--- src/rtl/pcm_pkg.sv ---
// Purpose: Shared constants and types for the pin channel mode decode
// Assumes: Two channels, five latched mode bits each
// Notes: Slew percentages kept as printed
package pcm_pkg;
	localparam int PCM_NUM_CH = 2;
	localparam int PCM_MODE_W = 5;
	// Mode word field positions
	localparam int PCM_F_LEAK = 4;
	localparam int PCM_F_TERM = 3;
	localparam int PCM_F_SC_HI = 2;
	localparam int PCM_F_SC_LO = 1;
	localparam int PCM_F_DIAG = 0;
	// Reset mode word: low-leakage set, everything else clear
	localparam logic [4:0] PCM_MODE_RST = 5'h10;
	// Slew codes and rates in percent of full rate
	localparam logic [1:0] PCM_SC_100 = 2'h0;
	localparam logic [1:0] PCM_SC_75 = 2'h1;
	localparam logic [1:0] PCM_SC_50 = 2'h2;
	localparam logic [1:0] PCM_SC_25 = 2'h3;
	localparam logic [6:0] PCM_RATE_100 = 7'h64;
	localparam logic [6:0] PCM_RATE_75 = 7'h4B;
	localparam logic [6:0] PCM_RATE_50 = 7'h32;
	localparam logic [6:0] PCM_RATE_25 = 7'h19;
	// Driver level select encoding
	localparam logic [1:0] PCM_LVL_HIGH = 2'h0;
	localparam logic [1:0] PCM_LVL_LOW = 2'h1;
	localparam logic [1:0] PCM_LVL_TERM = 2'h2;
	localparam logic [1:0] PCM_LVL_NONE = 2'h3;
	typedef enum logic [2:0] {
		PCM_DRV_HIGH,
		PCM_DRV_LOW,
		PCM_DRV_TERM,
		PCM_DRV_HIZ,
		PCM_DRV_LEAK
	} pcm_drv_e;
endpackage

--- src/rtl/pcm_channel.sv ---
// Purpose: Combinational mode decode for one tester pin channel
// Assumes: Control inputs already sampled and resolved to single-ended bits
// Notes: No state; the top owns mode bits and comparator sampling
`timescale 1ns/1ps
module pcm_channel
	import pcm_pkg::*;
(
	input wire logic drive_level,
	input wire logic receive_select,
	input wire logic load_on_input,
	input wire logic [4:0] mode,
	output pcm_drv_e drv_state,
	output logic [1:0] level_sel,
	output logic drive_en,
	output logic [6:0] slew_pct,
	output logic clamp_en,
	output logic load_en,
	output logic leak_mode
);
	logic low_leak_select;
	logic term_select;
	logic load_diag_force;
	logic [1:0] slew_code;
	assign low_leak_select = mode[PCM_F_LEAK];
	assign term_select = mode[PCM_F_TERM];
	assign load_diag_force = mode[PCM_F_DIAG];
	assign slew_code = {mode[PCM_F_SC_HI], mode[PCM_F_SC_LO]};

	// ----------------------------------------
	// Driver decode
	// ----------------------------------------
	always_comb begin
		if (low_leak_select) begin
			drv_state = PCM_DRV_LEAK;
		end else if (!receive_select) begin
			drv_state = drive_level ? PCM_DRV_HIGH : PCM_DRV_LOW;
		end else begin
			drv_state = term_select ? PCM_DRV_TERM : PCM_DRV_HIZ;
		end
	end

	always_comb begin
		case (drv_state)
			PCM_DRV_HIGH: level_sel = PCM_LVL_HIGH;
			PCM_DRV_LOW: level_sel = PCM_LVL_LOW;
			PCM_DRV_TERM: level_sel = PCM_LVL_TERM;
			default: level_sel = PCM_LVL_NONE;
		endcase
	end

	always_comb begin
		case (slew_code)
			PCM_SC_100: slew_pct = PCM_RATE_100;
			PCM_SC_75: slew_pct = PCM_RATE_75;
			PCM_SC_50: slew_pct = PCM_RATE_50;
			PCM_SC_25: slew_pct = PCM_RATE_25;
			default: slew_pct = PCM_RATE_100;
		endcase
	end

	// ----------------------------------------
	// Enables; leakage drops all three together
	// ----------------------------------------
	assign drive_en = (level_sel != PCM_LVL_NONE);
	assign clamp_en = (drv_state == PCM_DRV_HIZ);
	// Load follows its input unless forced for diagnostics or dropped in leakage
	assign load_en = !low_leak_select && (load_diag_force || load_on_input);
	assign leak_mode = low_leak_select;
endmodule

--- src/rtl/pcm_top.sv ---
// Purpose: Two-channel pin mode decode with latched mode bits
// Assumes: Control and comparator inputs arrive from pins, async to ref_clk
// Notes: Decode is combinational on synchronised inputs
// How it works
// - Driver picks high, low or termination level
// - Drive mode: level input selects high/low
// - Receive mode: term bit selects term or hi-Z
// - Slew code maps to 100/75/50/25 percent
// - Clamps enabled only in high-impedance
// - Comparator out high when pin exceeds threshold
// - Two independent comparators per channel
// - Load follows load input in normal mode
// - Diagnostic force enables load regardless of load input, except in low-leakage
// - Low-leakage overrides all other settings except the slew code, which still sets slew_pct
// - Enabled load connects sources, else diverts
// - Two identical independent channels
// - Reset sets low-leakage on both channels
// - Comparators keep working in low-leakage
// - Five latched mode bits per channel
`timescale 1ns/1ps
module pcm_top
	import pcm_pkg::*;
#(
	parameter int NUM_CH = PCM_NUM_CH
)
(
	input wire logic ref_clk,
	input wire logic rst_b,
	input wire logic [NUM_CH-1:0] drive_level_select_true,
	input wire logic [NUM_CH-1:0] drive_level_select_comp,
	input wire logic [NUM_CH-1:0] receive_select_true,
	input wire logic [NUM_CH-1:0] receive_select_comp,
	input wire logic [NUM_CH-1:0] load_on_input_true,
	input wire logic [NUM_CH-1:0] load_on_input_comp,
	input wire logic [NUM_CH-1:0] mode_load,
	input wire logic [PCM_MODE_W-1:0] mode_word,
	input wire logic [NUM_CH-1:0] high_cmp_raw,
	input wire logic [NUM_CH-1:0] low_cmp_raw,
	output logic [NUM_CH-1:0] high_compare_out,
	output logic [NUM_CH-1:0] low_compare_out,
	output logic [2*NUM_CH-1:0] level_sel,
	output logic [NUM_CH-1:0] drive_en,
	output logic [7*NUM_CH-1:0] slew_pct,
	output logic [NUM_CH-1:0] clamp_en,
	output logic [NUM_CH-1:0] load_en,
	output logic [NUM_CH-1:0] load_to_bridge,
	output logic [NUM_CH-1:0] load_to_ground,
	output logic [NUM_CH-1:0] leak_mode
);
	// ----------------------------------------
	// State
	// ----------------------------------------
	typedef struct packed {
		logic [NUM_CH-1:0][PCM_MODE_W-1:0] mode;
		logic [NUM_CH-1:0][2:0] s_drv;
		logic [NUM_CH-1:0][2:0] s_rcv;
		logic [NUM_CH-1:0][2:0] s_ld;
		logic [NUM_CH-1:0][2:0] s_ch;
		logic [NUM_CH-1:0][2:0] s_cl;
		logic [NUM_CH-1:0] drv;
		logic [NUM_CH-1:0] rcv;
		logic [NUM_CH-1:0] ld;
		logic [NUM_CH-1:0] ch;
		logic [NUM_CH-1:0] cl;
	} pcm_state_s;

	pcm_state_s st_r;
	pcm_state_s st_nxt;

	// Agreed value moves only when stages two and three match
	function automatic logic settle(input logic [2:0] s, input logic cur);
		settle = (s[1] == s[2]) ? s[2] : cur;
	endfunction

	always_comb begin
		st_nxt = st_r;
		for (int i = 0; i < NUM_CH; i++) begin
			// Differential pair: true above complement reads as 1
			st_nxt.s_drv[i] = {st_r.s_drv[i][1:0],
				drive_level_select_true[i] & ~drive_level_select_comp[i]};
			st_nxt.s_rcv[i] = {st_r.s_rcv[i][1:0],
				receive_select_true[i] & ~receive_select_comp[i]};
			st_nxt.s_ld[i] = {st_r.s_ld[i][1:0],
				load_on_input_true[i] & ~load_on_input_comp[i]};
			// Comparators sampled regardless of leakage mode
			st_nxt.s_ch[i] = {st_r.s_ch[i][1:0], high_cmp_raw[i]};
			st_nxt.s_cl[i] = {st_r.s_cl[i][1:0], low_cmp_raw[i]};
			st_nxt.drv[i] = settle(st_r.s_drv[i], st_r.drv[i]);
			st_nxt.rcv[i] = settle(st_r.s_rcv[i], st_r.rcv[i]);
			st_nxt.ld[i] = settle(st_r.s_ld[i], st_r.ld[i]);
			st_nxt.ch[i] = settle(st_r.s_ch[i], st_r.ch[i]);
			st_nxt.cl[i] = settle(st_r.s_cl[i], st_r.cl[i]);
			if (mode_load[i]) begin
				st_nxt.mode[i] = mode_word;
			end
		end
	end

	always_ff @(posedge ref_clk) begin
		if (!rst_b) begin
			st_r <= '0;
			for (int i = 0; i < NUM_CH; i++) begin
				st_r.mode[i] <= PCM_MODE_RST;
			end
		end else begin
			st_r <= st_nxt;
		end
	end

	// ----------------------------------------
	// Per-channel decode
	// ----------------------------------------
	// Trade-off: decode is combinational, so outputs glitch with inputs
	for (genvar g = 0; g < NUM_CH; g++) begin : g_ch
		logic [6:0] pct;
		logic [1:0] lvl;
		logic le;
		pcm_channel u_ch (
			.drive_level(st_r.drv[g]),
			.receive_select(st_r.rcv[g]),
			.load_on_input(st_r.ld[g]),
			.mode(st_r.mode[g]),
			.drv_state(),
			.level_sel(lvl),
			.drive_en(drive_en[g]),
			.slew_pct(pct),
			.clamp_en(clamp_en[g]),
			.load_en(le),
			.leak_mode(leak_mode[g])
		);
		assign level_sel[2*g +: 2] = lvl;
		assign slew_pct[7*g +: 7] = pct;
		assign load_en[g] = le;
		assign load_to_bridge[g] = le;
		assign load_to_ground[g] = ~le;
		assign high_compare_out[g] = st_r.ch[g];
		assign low_compare_out[g] = st_r.cl[g];
	end
endmodule

--- config.mk ---
export PLATFORM = sky130hd
export DESIGN_NAME = pcm_top
export DESIGN_NICKNAME = d
export VERILOG_FILES = /design/src/rtl/pcm_pkg.sv /design/src/rtl/pcm_channel.sv /design/src/rtl/pcm_top.sv
export SDC_FILE = /design/constraint.sdc
export NUM_CORES = 1
export LEC_CHECK = 0
export ABC_AREA = 1
export BUFFER_PORTS_ARGS = -buffer_cell sky130_fd_sc_hd__buf_2
export CORE_ASPECT_RATIO = 0.5
export CORE_MARGIN = 2
export CORE_UTILIZATION = 52
export CTS_BUF_LIST = sky130_fd_sc_hd__clkbuf_4 sky130_fd_sc_hd__clkbuf_8
export DETAILED_ROUTE_END_ITERATION = 8
export GPL_TIMING_DRIVEN = 0
export PLACE_DENSITY = 0.81
export SYNTH_ARGS = -nofsm -noshare
export SYNTH_HDL_FRONTEND = slang
export SYNTH_SLANG_ARGS = --single-unit
export TNS_END_PERCENT = 100
--- constraint.sdc ---
create_clock -name ref_clk -period 1.35 [get_ports ref_clk]
set_input_delay 0.27 -clock ref_clk [delete_from_list [all_inputs] [get_ports ref_clk]]
set_output_delay 0.27 -clock ref_clk [all_outputs]
set_load 0.02 [all_outputs]
## After elaboration in Yosys (flattened, before gate mapping)

Cells that the tools add are included.
Widths: inputs -> output; s select.

| operators by class | value |
|---|---|
| mux-type cells | 12 |
| order comparisons | 0 |
| multipliers | 0 |
| add/sub/neg operators | 0 |
| div/mod/pow operators | 0 |
| reduce and logical (&&, ||, !) cells | 10 |
| eq/ne operators | 24 |
| bitwise operators | 14 |
| shift operators | 0 |

Operator list:

| kind | count |
|---|---|
| $pmux 7 s4 | 2 |
| $eq 3x2->1 const B | 4 |
| $mux 3 | 4 |
| $pmux 2 s3 | 2 |
| $eq 1x1->1 | 10 |
| $eq 2x2->1 const B | 4 |
| $not 1->1 | 8 |
| $and 1x1->1 | 6 |
| $eq 3x1->1 const B | 2 |
| $logic_not 3->1 | 2 |
| $eq 2x1->1 const B | 2 |
| $logic_not 2->1 | 2 |
| $mux 1 | 4 |
| $ne 2x2->1 const B | 2 |
| $logic_and 1x1->1 | 2 |
| $logic_not 1->1 | 2 |
| $logic_or 1x1->1 | 2 |

| word-level totals | value |
|---|---|
| register bits after elaboration | 50 |
| input port bits | 25 |
| memories | 0 |
| memory bits (read-only) | 0 |
| bits in writable memories | 0 |
| bits in latches | 0 |

## Longest topological paths before layout

| logic depth | value |
|---|---|
| depth in word-level cells | 6 |
| depth in mapped cells | 5 |
| mapped depth without buffers | 4 |

## Modules after synthesis

Synthesis repeated with hierarchy kept, for this count alone.

| second synthesis, totals | value |
|---|---|
| cells, all modules | 249 |
| area total of the unflattened synthesis | 1946.9 um^2 |

Modules (own cells, without submodules):

| module | sequential area each (um^2) | cells an instance | instances | area each (um^2) |
|---|---|---|---|---|
| pcm_top | 1001.0 | 187 | 1 | 1589.0 |
| pcm_channel | 0.0 | 31 | 2 | 178.9 |

## Worst setup path after synthesis

No wires, ideal clock.

| timing path | value |
|---|---|
| kind | reg-to-output |
| start | register, netlist name st_r[40] |
| end | output port load_en[0] |
| stages on the path, launching flop included | 4 |
| path slack | -53 ps |
| arrival | 1133 ps |
| data required time | 1080 ps |
| cell sequence | dfxtp_1 > o21ai_0 > inv_1 > buf_4 |

| between the ends | value |
|---|---|
| cells in the longest elaborated chain, start to end | 2 |

RTL lines:

| what | RTL line | RTL |
|---|---|---|
| $logic_or 1x1->1 | pcm_channel.sv:67 | `assign load_en = !low_leak_select && (load_diag_force \|\| load_on_input);` |
| $logic_and 1x1->1 | pcm_channel.sv:67 |  |
| to (decl) | pcm_top.sv:45 | `output logic [NUM_CH-1:0] load_en,` |

Every way passes these cells.

## Final worst setup path

| timing path | value |
|---|---|
| start | register, netlist name st_r[47] |
| end | output port slew_pct[10] |

| between the ends | value |
|---|---|
| cells in the longest elaborated chain, start to end | 2 |

RTL lines:

| what | RTL line | RTL |
|---|---|---|
| $eq 2x2->1 (tied with other cells) | pcm_channel.sv:52 | `case (slew_code)` |
| $pmux 7 s4 * | pcm_channel.sv:52 |  |
| to (decl) | pcm_top.sv:43 | `output logic [7*NUM_CH-1:0] slew_pct,` |

Mark *: on every way between the ends. The rest lies on a longest branch, timed or not.

==> impl_metrics.json <==
{
  "grt_max_degree": 14,
  "worst_ir_drop_vdd_uv": 739,
  "detail_route.vias_per_cell": 4.71,
  "detailed_place_hpwl_um": 2710,
  "die-area_mm2": 0.00422,
  "worst_setup_path_end_kind": "primary output",
  "die_x_um": 89.9,
  "avgRoutedWirePerCell_um": 12.1,
  "p_int_uw": 2160,
  "synthesis.nets": 277,
  "layout_common_cells": "nand2_1, buf_2, dfxtp_1",
  "mostFrequentLayoutCell": "nand2_1",
  "layout_area_overhead_pct": 43.0,
  "num_vias": 1702,
  "max_clock_freq_ghz": 0.666,
  "layout_min_cycle_time_ns": 1.50,
  "die_h_um": 46.9,
  "core_region_area_mm2": 0.00349,
  "num_rows": 15,
  "min_path_type": "primary input to register",
  "post_route_cells_drive_above_1_share_pct": 46.5,
  "dr.first_iter.drc_count": 31,
  "yosysWarnings": 0,
  "portBuffers": 57,
  "initial_utilization_pct": 54.9,
  "final.fill_count": 224,
  "power.density_mw_per_mm2": 1060,
  "timing.max_cap.violations": 0,
  "ctsHtreeMaxLevel": 2,
  "fin_total_pwr_uw": 2910,
  "layout_worst_path_cycle_share_pct": 111,
  "final_clock_skew_ns": 0.00390,
  "setup_violations": 14,
  "sw_frac_of_total_pct": 25.8,
  "path_class": "register to primary output",
  "cts_tree": "done",
  "clock_network_fraction_of_design_power_pct": 29.0,
  "rsz0062_at_grt": "true",
  "worst_ep_required_time_ns": 1.08,
  "drt_first_pass_iters": 4,
  "leakage_uw": 0.00141,
  "drc": 0,
  "slew_at_the_pin_with_the_worst_max_slew_slack_ns": 0.208,
  "antenna_found_initial": 0,
  "clk_path_buf_depth": 2,
  "dp_worst_setup_slack_ns": 0.0730,
  "mappedNetlistArea_mm2": 0.00192,
  "remaining_overflow_grt": 0,
  "synthDistinctLibCells": 12,
  "drt.antenna.violating_nets": 0,
  "grt_pass1_wl_um": 6750,
  "clock_sinks": 50,
  "violations": "setup timing",
  "clkSlewWorstSetupHoldPaths_ns": 0.08,
  "final_nets": 343,
  "final.hold.worst_slack_ns": 0.121,
  "antenna_cells_inserted": 0,
  "timing.final.ws_setup_ns": -0.151,
  "grt_pass1_vias": 1643,
  "grtUsageTotal_pct": 20.7,
  "timing.max_slew.rel_slack_pct": 86.1,
  "max_slew_violation_count": 0,
  "synth.ff_latch_count": 50,
  "seqPwrFrac_pct": 53.8,
  "power.share.combinational_pct": 17.2,
  "netSwitchingPower_uw": 750,
  "start_kind": "register",
  "cts_buffer_count": 5,
  "io_pins": 59,
  "clkLatencyLatePin_ns": 0.29,
  "clk_root_buffer_cell": "clkbuf_8",
  "run_status": "complete, but fails checks",
  "crit_path_dat_ns": 1.23,
  "routability_congestion": 0.745,
  "synth_sequential_area_ratio_pct": 52.2,
  "postSynthAreaPerCell_um2": 7.86,
  "drt-total-wl_um": 4360,
  "finalHoldViolations": 0,
  "netlist_instances": 244,
  "cp_max_fo": 4
}
[power groups by stage]
stage	Clock (uW)	Sequential [uW]	Combinational, uW
after CTS	855	1560	453
after detailed placement	0	1590	351
after global placement	0	1590	336
after global routing	910	1570	535
after floorplan	0	1580	234
final	842	1560	501
[final cells by class]
type | instances | area, um2 | share of cell area, %
multi-input cells | 128 | 739 | 27.0
plain buffers | 16 | 123 | 4.47
inverters | 45 | 191 | 6.98
well taps | 51 | 63.8 | 2.33
clock buffers | 7 | 83.8 | 3.06
repair buffers | 64 | 499 | 18.2
flip-flops and latches | 50 | 1040 | 38.0
[timing repair]
item,CTS,global route
buffers inserted,7,0
pin swaps,8,7
setup endpoints to repair,28,25
resized for setup,100,40
endpoints found under the hold margin,0,0
hold buffers,0,0
[synthesized netlist by cell type]
master | instances | area share [%]
nand2_1 | 46 | 9.0
dfxtp_1 | 50 | 52
or2_2 | 2 | 0.65
buf_4 | 16 | 6.3
buf_2 | 5 | 1.3
inv_1 | 45 | 8.8
nor2_1 | 34 | 6.7
o21ai_0 | 4 | 1.0
a21oi_1 | 14 | 3.7
o21ai_1 | 18 | 4.7
nand3_1 | 2 | 0.52
ha_1 | 8 | 5.2
[metal layers]
layer | GRT usage (%) | part of all wire, % | vias to the layer above
met5 | 0 | 0 | -
met4 | 7.38 | 1.4 | 0
met3 | 4.98 | 4.2 | 8
met2 | 45.3 | 54 | 47
met1 | 20.6 | 41 | 803
li1 | - | - | 844
[critical path, cell delays in order, from the launching register on]
cell and delay [ns]:
dfxtp_4 0.39, inv_4 0.05, ha_4 0.16, inv_4 0.06, nand2_4 0.05, buf_6 0.11
buf_6 0.12
[metrics by stage]
step	std cells	instance area, um2	setup TNS (ns)	utilization [%]
floorplan	244	1930	0	-
global placement	352	2270	0	65.2
CTS	364	2650	-0.936	75.9
global route	361	2740	-1.64	78.6
finish	361	2740	-1.04	78.6
detailed placement	352	2270	0	65.2
[cell families (layout without fill, tap and decap cells)]
kind of cell               Yosys count  in the layout  synth area share [%]
buffers and inverters               66            132                  16.4
adders and majority gates            8              8                  5.22
AOI/OAI and AO/OA                   36             36                  9.39
DFF                                 50             50                  52.2
and+or+nand+nor                     84             84                  16.8
[path summary, 6_finish.rpt]
| kind | end | slack, ns | depth (start not counted) | start |
|---|---|---|---|---|
| min reg2reg | st_nxt[24] | 0.41 | 2 | st_nxt[23] |
| min | st_nxt[23] | 0.12 | 2 | load_on_input_comp[0] |
| max | slew_pct[10] | -0.15 | 6 | st_r[47] |
| max reg2reg | st_r[7] | 0.52 | 3 | st_r[7] |
[state kept, by name (all words and copies together) (netlist names)]
name,cells
st_r,26
st_nxt,20
high_compare_out,2
low_compare_out,2
(Power assumes the default switching activity.)
